[src/hw/hmu_pkg.sv]
/*
 halfword multiply unit package: operation codes, field positions,
 widths and pipeline figures.
 assumes decode presents a 5-bit operation code with each issue.
*/
// Notes on behaviour
// RULE1: high-by-high codes 00001, 00111, 00101, 00011: upper halves of both.
// RULE2: high-by-low codes 01001, 01111, 01101, 01011: upper src1, lower src2.
// RULE3: low-by-high codes 10001, 10111, 10101, 10011: lower src1, upper src2.
// RULE4: a selected halfword is signed unless the code marks it unsigned.
// RULE5: 32-bit product written; unsigned only when both sources unsigned.
// RULE6: sources read in first execute phase, result visible two cycles later.
// RULE7: false predicate makes a no-operation; destination keeps its value.
// RULE8: low-by-low 11001, 11111, 11101, 11011; 11000, 11110 take signed cst5.
// RULE9: halfwords extend to 17 bits by signedness; low 32 product bits kept.
package hmu_pkg;
    localparam int OP_W = 5;
    localparam int DATA_W = 32;
    localparam int HALF_W = 16;
    localparam int CST_W = 5;
    localparam int LATENCY = 2;
    localparam int SEL1_BIT = 4;
    localparam int SEL2_BIT = 3;
    localparam int UNS1_BIT = 2;
    localparam int UNS2_BIT = 1;
    localparam int VALID_BIT = 0;
    localparam logic [OP_W-1:0] OP_LL_SS_CST = 5'h18;
    localparam logic [OP_W-1:0] OP_LL_SU_CST = 5'h1e;
    localparam logic [DATA_W-1:0] RESULT_RESET = 32'h0000_0000;
    localparam logic [4:0] DST_RESET = 5'h00;
    typedef enum logic [OP_W-1:0] {
        mul_high_high_signed = 5'h01,
        mul_high_high_sgn_by_uns = 5'h03,
        mul_high_high_uns_by_sgn = 5'h05,
        mul_high_high_unsigned = 5'h07,
        mul_high_low_signed = 5'h09,
        mul_high_low_sgn_by_uns = 5'h0b,
        mul_high_low_uns_by_sgn = 5'h0d,
        mul_high_low_unsigned = 5'h0f,
        mul_low_high_signed = 5'h11,
        mul_low_high_sgn_by_uns = 5'h13,
        mul_low_high_uns_by_sgn = 5'h15,
        mul_low_high_unsigned = 5'h17,
        mul_low_low_signed = 5'h19,
        mul_low_low_sgn_by_uns = 5'h1b,
        mul_low_low_uns_by_sgn = 5'h1d,
        mul_low_low_unsigned = 5'h1f
    } hmu_op_t;
endpackage

[src/hw/hmu_top.sv]
/*
 halfword multiply unit: 16x16 multiply with one delay slot.
 assumes decode drives operands, code and predicate in the issue cycle
 (first execute phase) and takes the write two cycles after issue.
*/
`timescale 1ns/1ps
`default_nettype none
module hmu_top (
    input wire logic CLOCK,
    input wire logic RST,
    input wire logic ISSUE,
    input wire logic PRED_TRUE,
    input wire logic [4:0] OPCODE,
    input wire logic [31:0] SRC1,
    input wire logic [31:0] SRC2,
    input wire logic [4:0] DST_IN,
    output logic WR_EN,
    output logic [4:0] WR_DST,
    output logic [31:0] WR_DATA,
    output logic WR_UNSIGNED,
    output logic BAD_OP
);
    // decode results, then e1 stage and e2 (write) stage registers
    logic legal;
    logic cst_form;
    logic uns1, uns2;
    logic [15:0] half1, half2;
    logic [16:0] ext1, ext2;
    logic [33:0] prod;
    logic go;
    logic e1_v_q, e1_v_d;
    logic [31:0] e1_p_q, e1_p_d;
    logic [4:0] e1_dst_q, e1_dst_d;
    logic e1_u_q, e1_u_d;
    logic wr_q, wr_d;
    logic [31:0] data_q, data_d;
    logic [4:0] dst_q, dst_d;
    logic u_q, u_d;
    logic bad_q, bad_d;

    // decode the code into halfword picks and signedness
    always_comb begin
        cst_form = (OPCODE == hmu_pkg::OP_LL_SS_CST) ||
            (OPCODE == hmu_pkg::OP_LL_SU_CST); // RULE8
        legal = OPCODE[hmu_pkg::VALID_BIT] || cst_form;
        // bit4 low picks src1 upper half, bit3 low picks src2 upper half
        half1 = OPCODE[hmu_pkg::SEL1_BIT] ? SRC1[15:0] : SRC1[31:16]; // RULE1
        half2 = OPCODE[hmu_pkg::SEL2_BIT] ? SRC2[15:0] : SRC2[31:16]; // RULE2
        if (cst_form) begin
            // signed 5-bit constant sits in src1 low bits
            half1 = {{11{SRC1[4]}}, SRC1[4:0]}; // RULE8
            uns1 = 1'b0;
            uns2 = (OPCODE == hmu_pkg::OP_LL_SU_CST);
        end else begin
            uns1 = OPCODE[hmu_pkg::UNS1_BIT]; // RULE4
            uns2 = OPCODE[hmu_pkg::UNS2_BIT]; // RULE4
        end
        // one 17-bit signed multiplier covers all four mixes
        ext1 = {half1[15] & ~uns1, half1}; // RULE9
        ext2 = {half2[15] & ~uns2, half2}; // RULE9
        prod = 34'($signed(ext1) * $signed(ext2));
    end

    // take an issue only when predicated true and the code is legal
    assign go = ISSUE && PRED_TRUE && legal; // RULE7

    // two-stage pipeline, e1 then e2 write
    always_comb begin
        e1_v_d = go; // RULE6
        e1_p_d = go ? prod[31:0] : e1_p_q; // RULE9
        e1_dst_d = go ? DST_IN : e1_dst_q;
        e1_u_d = go ? (uns1 && uns2) : e1_u_q; // RULE5
        wr_d = e1_v_q; // RULE6
        data_d = e1_v_q ? e1_p_q : data_q; // RULE7
        dst_d = e1_v_q ? e1_dst_q : dst_q;
        u_d = e1_v_q ? e1_u_q : u_q;
        bad_d = ISSUE && PRED_TRUE && !legal;
    end

    // registers only; held data avoids toggling the write bus when idle
    always_ff @(posedge CLOCK or posedge RST) begin
        if (RST) begin
            e1_v_q <= 1'b0;
            e1_p_q <= hmu_pkg::RESULT_RESET;
            e1_dst_q <= hmu_pkg::DST_RESET;
            e1_u_q <= 1'b0;
            wr_q <= 1'b0;
            data_q <= hmu_pkg::RESULT_RESET;
            dst_q <= hmu_pkg::DST_RESET;
            u_q <= 1'b0;
            bad_q <= 1'b0;
        end else begin
            e1_v_q <= e1_v_d;
            e1_p_q <= e1_p_d;
            e1_dst_q <= e1_dst_d;
            e1_u_q <= e1_u_d;
            wr_q <= wr_d;
            data_q <= data_d;
            dst_q <= dst_d;
            u_q <= u_d;
            bad_q <= bad_d;
        end
    end

    // write outputs straight from the e2 registers, BAD_OP from the e1-stage bad_q
    assign WR_EN = wr_q;
    assign WR_DATA = data_q;
    assign WR_DST = dst_q;
    assign WR_UNSIGNED = u_q;
    assign BAD_OP = bad_q;

    // timing and qualification: a write follows a taken issue by exactly
    // two edges and never appears without one
    a_latency_two: assert property ( // RULE6
        @(posedge CLOCK) disable iff (RST)
        go |-> ##2 WR_EN)
        else $error("write did not follow issue by two cycles");
    a_write_source: assert property ( // RULE7
        @(posedge CLOCK) disable iff (RST)
        WR_EN |-> $past(go, 2))
        else $error("write without a taken issue two cycles before");
    a_pred_false_nop: assert property ( // RULE7
        @(posedge CLOCK) disable iff (RST)
        (ISSUE && !PRED_TRUE) |-> ##2 !WR_EN)
        else $error("false predicate produced a write");
    a_hold_value: assert property ( // RULE7
        @(posedge CLOCK) disable iff (RST)
        !WR_EN |-> WR_DATA == $past(WR_DATA) || $past(WR_EN))
        else $error("result changed without a write");
    a_dst_carry: assert property ( // RULE5
        @(posedge CLOCK) disable iff (RST)
        go |-> ##2 WR_DST == $past(DST_IN, 2))
        else $error("destination number not carried to the write");

    // product checks for each signedness mix and both constant forms; expected values come from
    // plain 16-bit arithmetic, not from the shared 17-bit multiplier
    a_hh_product: assert property ( // RULE1
        @(posedge CLOCK) disable iff (RST)
        (go && OPCODE == hmu_pkg::mul_high_high_signed) |-> ##2
        WR_DATA == $past(32'($signed(SRC1[31:16]) * $signed(SRC2[31:16])), 2))
        else $error("high by high signed product wrong");
    a_hh_unsigned: assert property ( // RULE1
        @(posedge CLOCK) disable iff (RST)
        (go && OPCODE == hmu_pkg::mul_high_high_unsigned) |-> ##2
        WR_DATA == $past(32'(SRC1[31:16] * SRC2[31:16]), 2))
        else $error("high by high unsigned product wrong");
    a_hh_mixed: assert property ( // RULE1
        @(posedge CLOCK) disable iff (RST)
        (go && OPCODE == hmu_pkg::mul_high_high_uns_by_sgn) |-> ##2
        WR_DATA == $past(32'($signed({1'b0, SRC1[31:16]}) *
        $signed(SRC2[31:16])), 2))
        else $error("high by high mixed product wrong");
    a_hl_unsigned: assert property ( // RULE2
        @(posedge CLOCK) disable iff (RST)
        (go && OPCODE == hmu_pkg::mul_high_low_unsigned) |-> ##2
        WR_DATA == $past(32'(SRC1[31:16] * SRC2[15:0]), 2))
        else $error("high by low unsigned product wrong");
    a_hl_signed: assert property ( // RULE2
        @(posedge CLOCK) disable iff (RST)
        (go && OPCODE == hmu_pkg::mul_high_low_signed) |-> ##2
        WR_DATA == $past(32'($signed(SRC1[31:16]) * $signed(SRC2[15:0])), 2))
        else $error("high by low signed product wrong");
    a_lh_mixed: assert property ( // RULE3
        @(posedge CLOCK) disable iff (RST)
        (go && OPCODE == hmu_pkg::mul_low_high_uns_by_sgn) |-> ##2
        WR_DATA == $past(32'($signed({1'b0, SRC1[15:0]}) *
        $signed(SRC2[31:16])), 2))
        else $error("low by high mixed product wrong");
    a_lh_unsigned: assert property ( // RULE3
        @(posedge CLOCK) disable iff (RST)
        (go && OPCODE == hmu_pkg::mul_low_high_unsigned) |-> ##2
        WR_DATA == $past(32'(SRC1[15:0] * SRC2[31:16]), 2))
        else $error("low by high unsigned product wrong");
    a_signed_default: assert property ( // RULE4
        @(posedge CLOCK) disable iff (RST)
        (go && OPCODE == hmu_pkg::mul_low_low_signed) |-> ##2
        WR_DATA == $past(32'($signed(SRC1[15:0]) * $signed(SRC2[15:0])), 2))
        else $error("low by low signed product wrong");
    a_ll_mixed: assert property ( // RULE4
        @(posedge CLOCK) disable iff (RST)
        (go && OPCODE == hmu_pkg::mul_low_low_sgn_by_uns) |-> ##2
        WR_DATA == $past(32'($signed(SRC1[15:0]) *
        $signed({1'b0, SRC2[15:0]})), 2))
        else $error("low by low mixed product wrong");
    a_cst_operand: assert property ( // RULE8
        @(posedge CLOCK) disable iff (RST)
        (go && OPCODE == hmu_pkg::OP_LL_SS_CST) |-> ##2
        WR_DATA == $past(32'($signed(SRC1[4:0]) * $signed(SRC2[15:0])), 2))
        else $error("constant form product wrong");
    a_cst_unsigned: assert property ( // RULE8
        @(posedge CLOCK) disable iff (RST)
        (go && OPCODE == hmu_pkg::OP_LL_SU_CST) |-> ##2
        WR_DATA == $past(32'($signed(SRC1[4:0]) *
        $signed({1'b0, SRC2[15:0]})), 2))
        else $error("constant by unsigned product wrong");

    // result flag, operand extension and refused codes
    a_unsigned_flag: assert property ( // RULE5
        @(posedge CLOCK) disable iff (RST)
        go |-> ##2 WR_UNSIGNED == $past(OPCODE[hmu_pkg::UNS1_BIT] &&
        OPCODE[hmu_pkg::UNS2_BIT] && OPCODE[hmu_pkg::VALID_BIT], 2))
        else $error("result signedness flag wrong");
    a_ext_width: assert property ( // RULE9
        @(posedge CLOCK) disable iff (RST)
        ext1[15:0] == half1 && (uns1 -> !ext1[16]) &&
        ext2[15:0] == half2 && (uns2 -> !ext2[16]))
        else $error("operand extension wrong");
    a_refused_code: assert property ( // RULE8
        @(posedge CLOCK) disable iff (RST)
        (ISSUE && PRED_TRUE && !legal) |-> ##1 BAD_OP ##1 !WR_EN)
        else $error("refused code did not pulse or still wrote");
    a_bad_quiet: assert property ( // RULE8
        @(posedge CLOCK) disable iff (RST)
        BAD_OP |-> $past(ISSUE && PRED_TRUE && !legal))
        else $error("refusal pulse without a refused issue");

    // scenario covers
    c_hh_signed: cover property (@(posedge CLOCK)
        go && OPCODE == hmu_pkg::mul_high_high_signed);
    c_back_to_back: cover property (@(posedge CLOCK)
        go ##1 go);
    c_pred_false: cover property (@(posedge CLOCK)
        ISSUE && !PRED_TRUE);
    c_cst_form: cover property (@(posedge CLOCK)
        go && OPCODE == hmu_pkg::OP_LL_SU_CST);
    c_refused: cover property (@(posedge CLOCK)
        ISSUE && PRED_TRUE && !legal);
endmodule // hmu_top
`default_nettype wire
[config.mk]
export PLATFORM = sky130hd
export DESIGN_NAME = hmu_top
export DESIGN_NICKNAME = d
export VERILOG_FILES = /design/src/hw/hmu_pkg.sv /design/src/hw/hmu_top.sv
export SDC_FILE = /design/constraint.sdc
export NUM_CORES = 1
export LEC_CHECK = 0
export BUFFER_PORTS_ARGS = -buffer_cell sky130_fd_sc_hd__clkbuf_2
export CAP_MARGIN = 5
export CORE_ASPECT_RATIO = 1.2
export CORE_MARGIN = 4
export CORE_UTILIZATION = 35
export DETAILED_ROUTE_END_ITERATION = 10
export PLACE_DENSITY = 0.61
export RECOVER_POWER = 100
export SKIP_LAST_GASP = 1
export SYNTH_ARGS = -nofsm -noshare
export SYNTH_HDL_FRONTEND = slang
export SYNTH_SLANG_ARGS = --single-unit
[constraint.sdc]
create_clock -name CLOCK -period 2.4 [get_ports CLOCK]
set_input_delay 0.48 -clock CLOCK [delete_from_list [all_inputs] [get_ports CLOCK]]
set_output_delay 0.48 -clock CLOCK [all_outputs]
set_load 0.02 [all_outputs]
==> results.yml <==
floorplan:
  rows: 79
  start_util: 0.3544
  io-pin-count: 118
  die_h_um: 225.0
  coreArea_mm2: 0.03875
  fp.dieArea_mm2: 0.04248
  die_w_um: 188.8
setup_path:
  cp_num_buf_inv: 8
  slowest_delay_ns: 0.56
  path_class: "input port to flop"
  path_max_fanout: 6
  endpoint_kind: "flop"
  worst_path_most_repeated_cell: "fa_1"
  cp-start-kind: "input port"
  cp.required_ns: 2.67
  worstPathArrival_ns: 6.96
  crit_slowest_cell: "fa_1"
  critPathTopFamily: "adder cells"
global_routing:
  grt_max_degree: 37
  grtUsageMet2: 0.3801
  use_met3: 0.03037
  grt_pass1_vias: 12762
  grt_overflow: 0
  top_usage_layer: "met2"
  grtUsageMet1: 0.2054
  grt_usage: 0.1937
  grt_pass1_wl_mm: 64.71
  antenna_found_initial: 0
clocking:
  cts_tree: "done"
  insertion_delay_ns: 0.33
  path_clk_slew_ns: 0.06
  htreeDepth: 3
  cts_buffers: 9
  clock_path_buffers: 2
  cts_root_buffer: "clkbuf_16"
  numClockSinks: 79
place:
  hpwl_mm: 33.84
  dp.cells: 2309
  gp_congestion: 0.9008
  portBuffers: 117
final_layout:
  fin_util: 0.4797
  nets: 2287
  area_growth_pct: 35.37
  drive_gt1_frac: 0.3481
  fillers: 3712
  post_layout_nonfiller_instances: 2376
  final_cell_mix: "inv_1, fa_1, buf_4"
  mostFrequentLayoutCell: "inv_1"
  diodes: 0
logic_synthesis:
  ys_ff_latch: 79
  ys_top_cells_by_area: "fa_1, dfrtp_1, inv_1"
  async_flop_share: 1.000
  synth_top_area_frac: 0.4112
  ys.flop_type: "dfrtp_1"
  syn_nets: 1907
  yosysTopAreaCell: "fa_1"
  yosysUniqueCellTypes: 47
  synth_edf_count: 0
  avgSynthCellArea_um2: 9.372
  ys.warnings.count: 0
  netlist_area_mm2: 0.01373
  synthCells: 1465
  yosysSeqAreaShare: 0.1440
min_path:
  hold_class: "input port to asynchronous set/reset pin"
route:
  wl_per_cell_um: 16.67
  ant_nets: 0
  first_iter_violations: 384
  vias_per_cell: 4.676
  drtPass1Iterations: 5
  wl_mm: 39.61
  drc: 0
  num_vias: 11111
sta:
  relSlewSlack: 0.2533
  rsz0062_at_grt: "true"
  setup_viol: 29
  finClkSkew_ns: 0.008274
  worstMarginPinSlew_ns: 1.114
  finalCritPeriodShare: 2.786
  drv_slew: 0
  min_period_ns: 6.687
  fin_ws_ns: -4.287
  fmax_ghz: 0.1496
  final-hold-violation-count: 0
  setup-tns-final_ns: -96.16
status:
  run_status: "complete, but fails checks"
  violations: "negative setup slack"
run:
  timing.max_cap.violations: 0
## layer usage
metal,routed length [µm],vias up
met5,0,-
met4,1833,0
met3,1319,85
met2,22340,199
met1,14110,5668
li1,-,5159
## registers in the layout (all words and copies together) (netlist names)
signal and flops:
e1_dst_q 5, WR_DST 5, e1_v_q 1, WR_DATA 32
e1_p_q 32, e1_u_q 1, BAD_OP 1, WR_EN 1
WR_UNSIGNED 1
## worst paths after layout
check                                           to  cells after the start                     from  slack, ns
max in group asynchronous    e1_p_q[3]$_DFFE_PP0P_                      4                      RST       0.35
min                                WR_EN$_DFF_PP0_                      2                      RST       0.34
max reg2reg                WR_DATA[26]$_DFFE_PP0P_                      2         e1_v_q$_DFF_PP0_       0.78
min reg2reg                e1_dst_q[1]$_DFFE_PP0P_                      2  e1_dst_q[1]$_DFFE_PP0P_       0.47
min in group CLOCK         e1_dst_q[1]$_DFFE_PP0P_                      3                DST_IN[1]       0.34
max                         e1_p_q[30]$_DFFE_PP0P_                     28                OPCODE[1]      -4.29
## what timing repair did
item,in CTS,in global routing
endpoints found under the setup margin,30,30
buffers inserted,30,26
hold buffers,0,0
gates cloned,1,0
resized for setup,101,57
pin swaps,52,76
## cell families after synthesis
group,count (synthesis),share of synthesized area
simple gates,398,0.1160
buf+inv,376,0.1028
fa+ha+maj,364,0.4859
compound gates,122,0.05732
mux,86,0.06853
flops,79,0.1440
xor+xnor,40,0.02552
## stage by stage
stage / hold slack (ns) / area [µm²] / worst slack [ns]
CTS: 0.2093 / 18250 / -4.278
finish: 0.3357 / 18590 / -4.287
floorplan: 0.3704 / 14350 / -4.346
detailed placement: 0.4584 / 17210 / -4.780
global route: 0.3427 / 18590 / -4.493
global placement: 0.4514 / 17210 / -4.765
## Yosys cell counts (all sizes together), types with 2 or more instances
| cell type | n |
|---|---|
| mux2i | 22 |
| nor2 | 143 |
| a21o | 13 |
| nand2 | 221 |
| xnor2 | 25 |
| clkbuf | 39 |
| inv | 334 |
| and2 | 6 |
| nand2b | 5 |
| dfrtp | 79 |
| a31oi | 4 |
| o41ai | 2 |
| o31ai | 2 |
| o21bai | 3 |
| nand4b | 2 |
| a21oi | 20 |
| a2111oi | 4 |
| o2111ai | 3 |
| o21a | 12 |
| xor2 | 15 |
| fa | 282 |
| o22ai | 2 |
| nor3 | 5 |
| nand3 | 5 |
| buf | 3 |
| ha | 82 |
| a211oi | 4 |
| nor2b | 5 |
| o21ai | 49 |
| mux2 | 64 |
| o211ai | 2 |
## cell type report
cell class | instances | area (µm²) | area share
multi-input cells | 1010 | 11310 | 0.6083
flip-flops and latches | 79 | 1977 | 0.1064
clock inverters | 6 | 90.09 | 0.004847
repair buffers | 411 | 3062 | 0.1647
inverters | 334 | 1255 | 0.06752
well taps | 526 | 658.1 | 0.03541
clock buffers | 10 | 239.0 | 0.01286
Power is not shown: default switching activity piles up to over one toggle a cycle in this logic, so the estimate is an artifact.
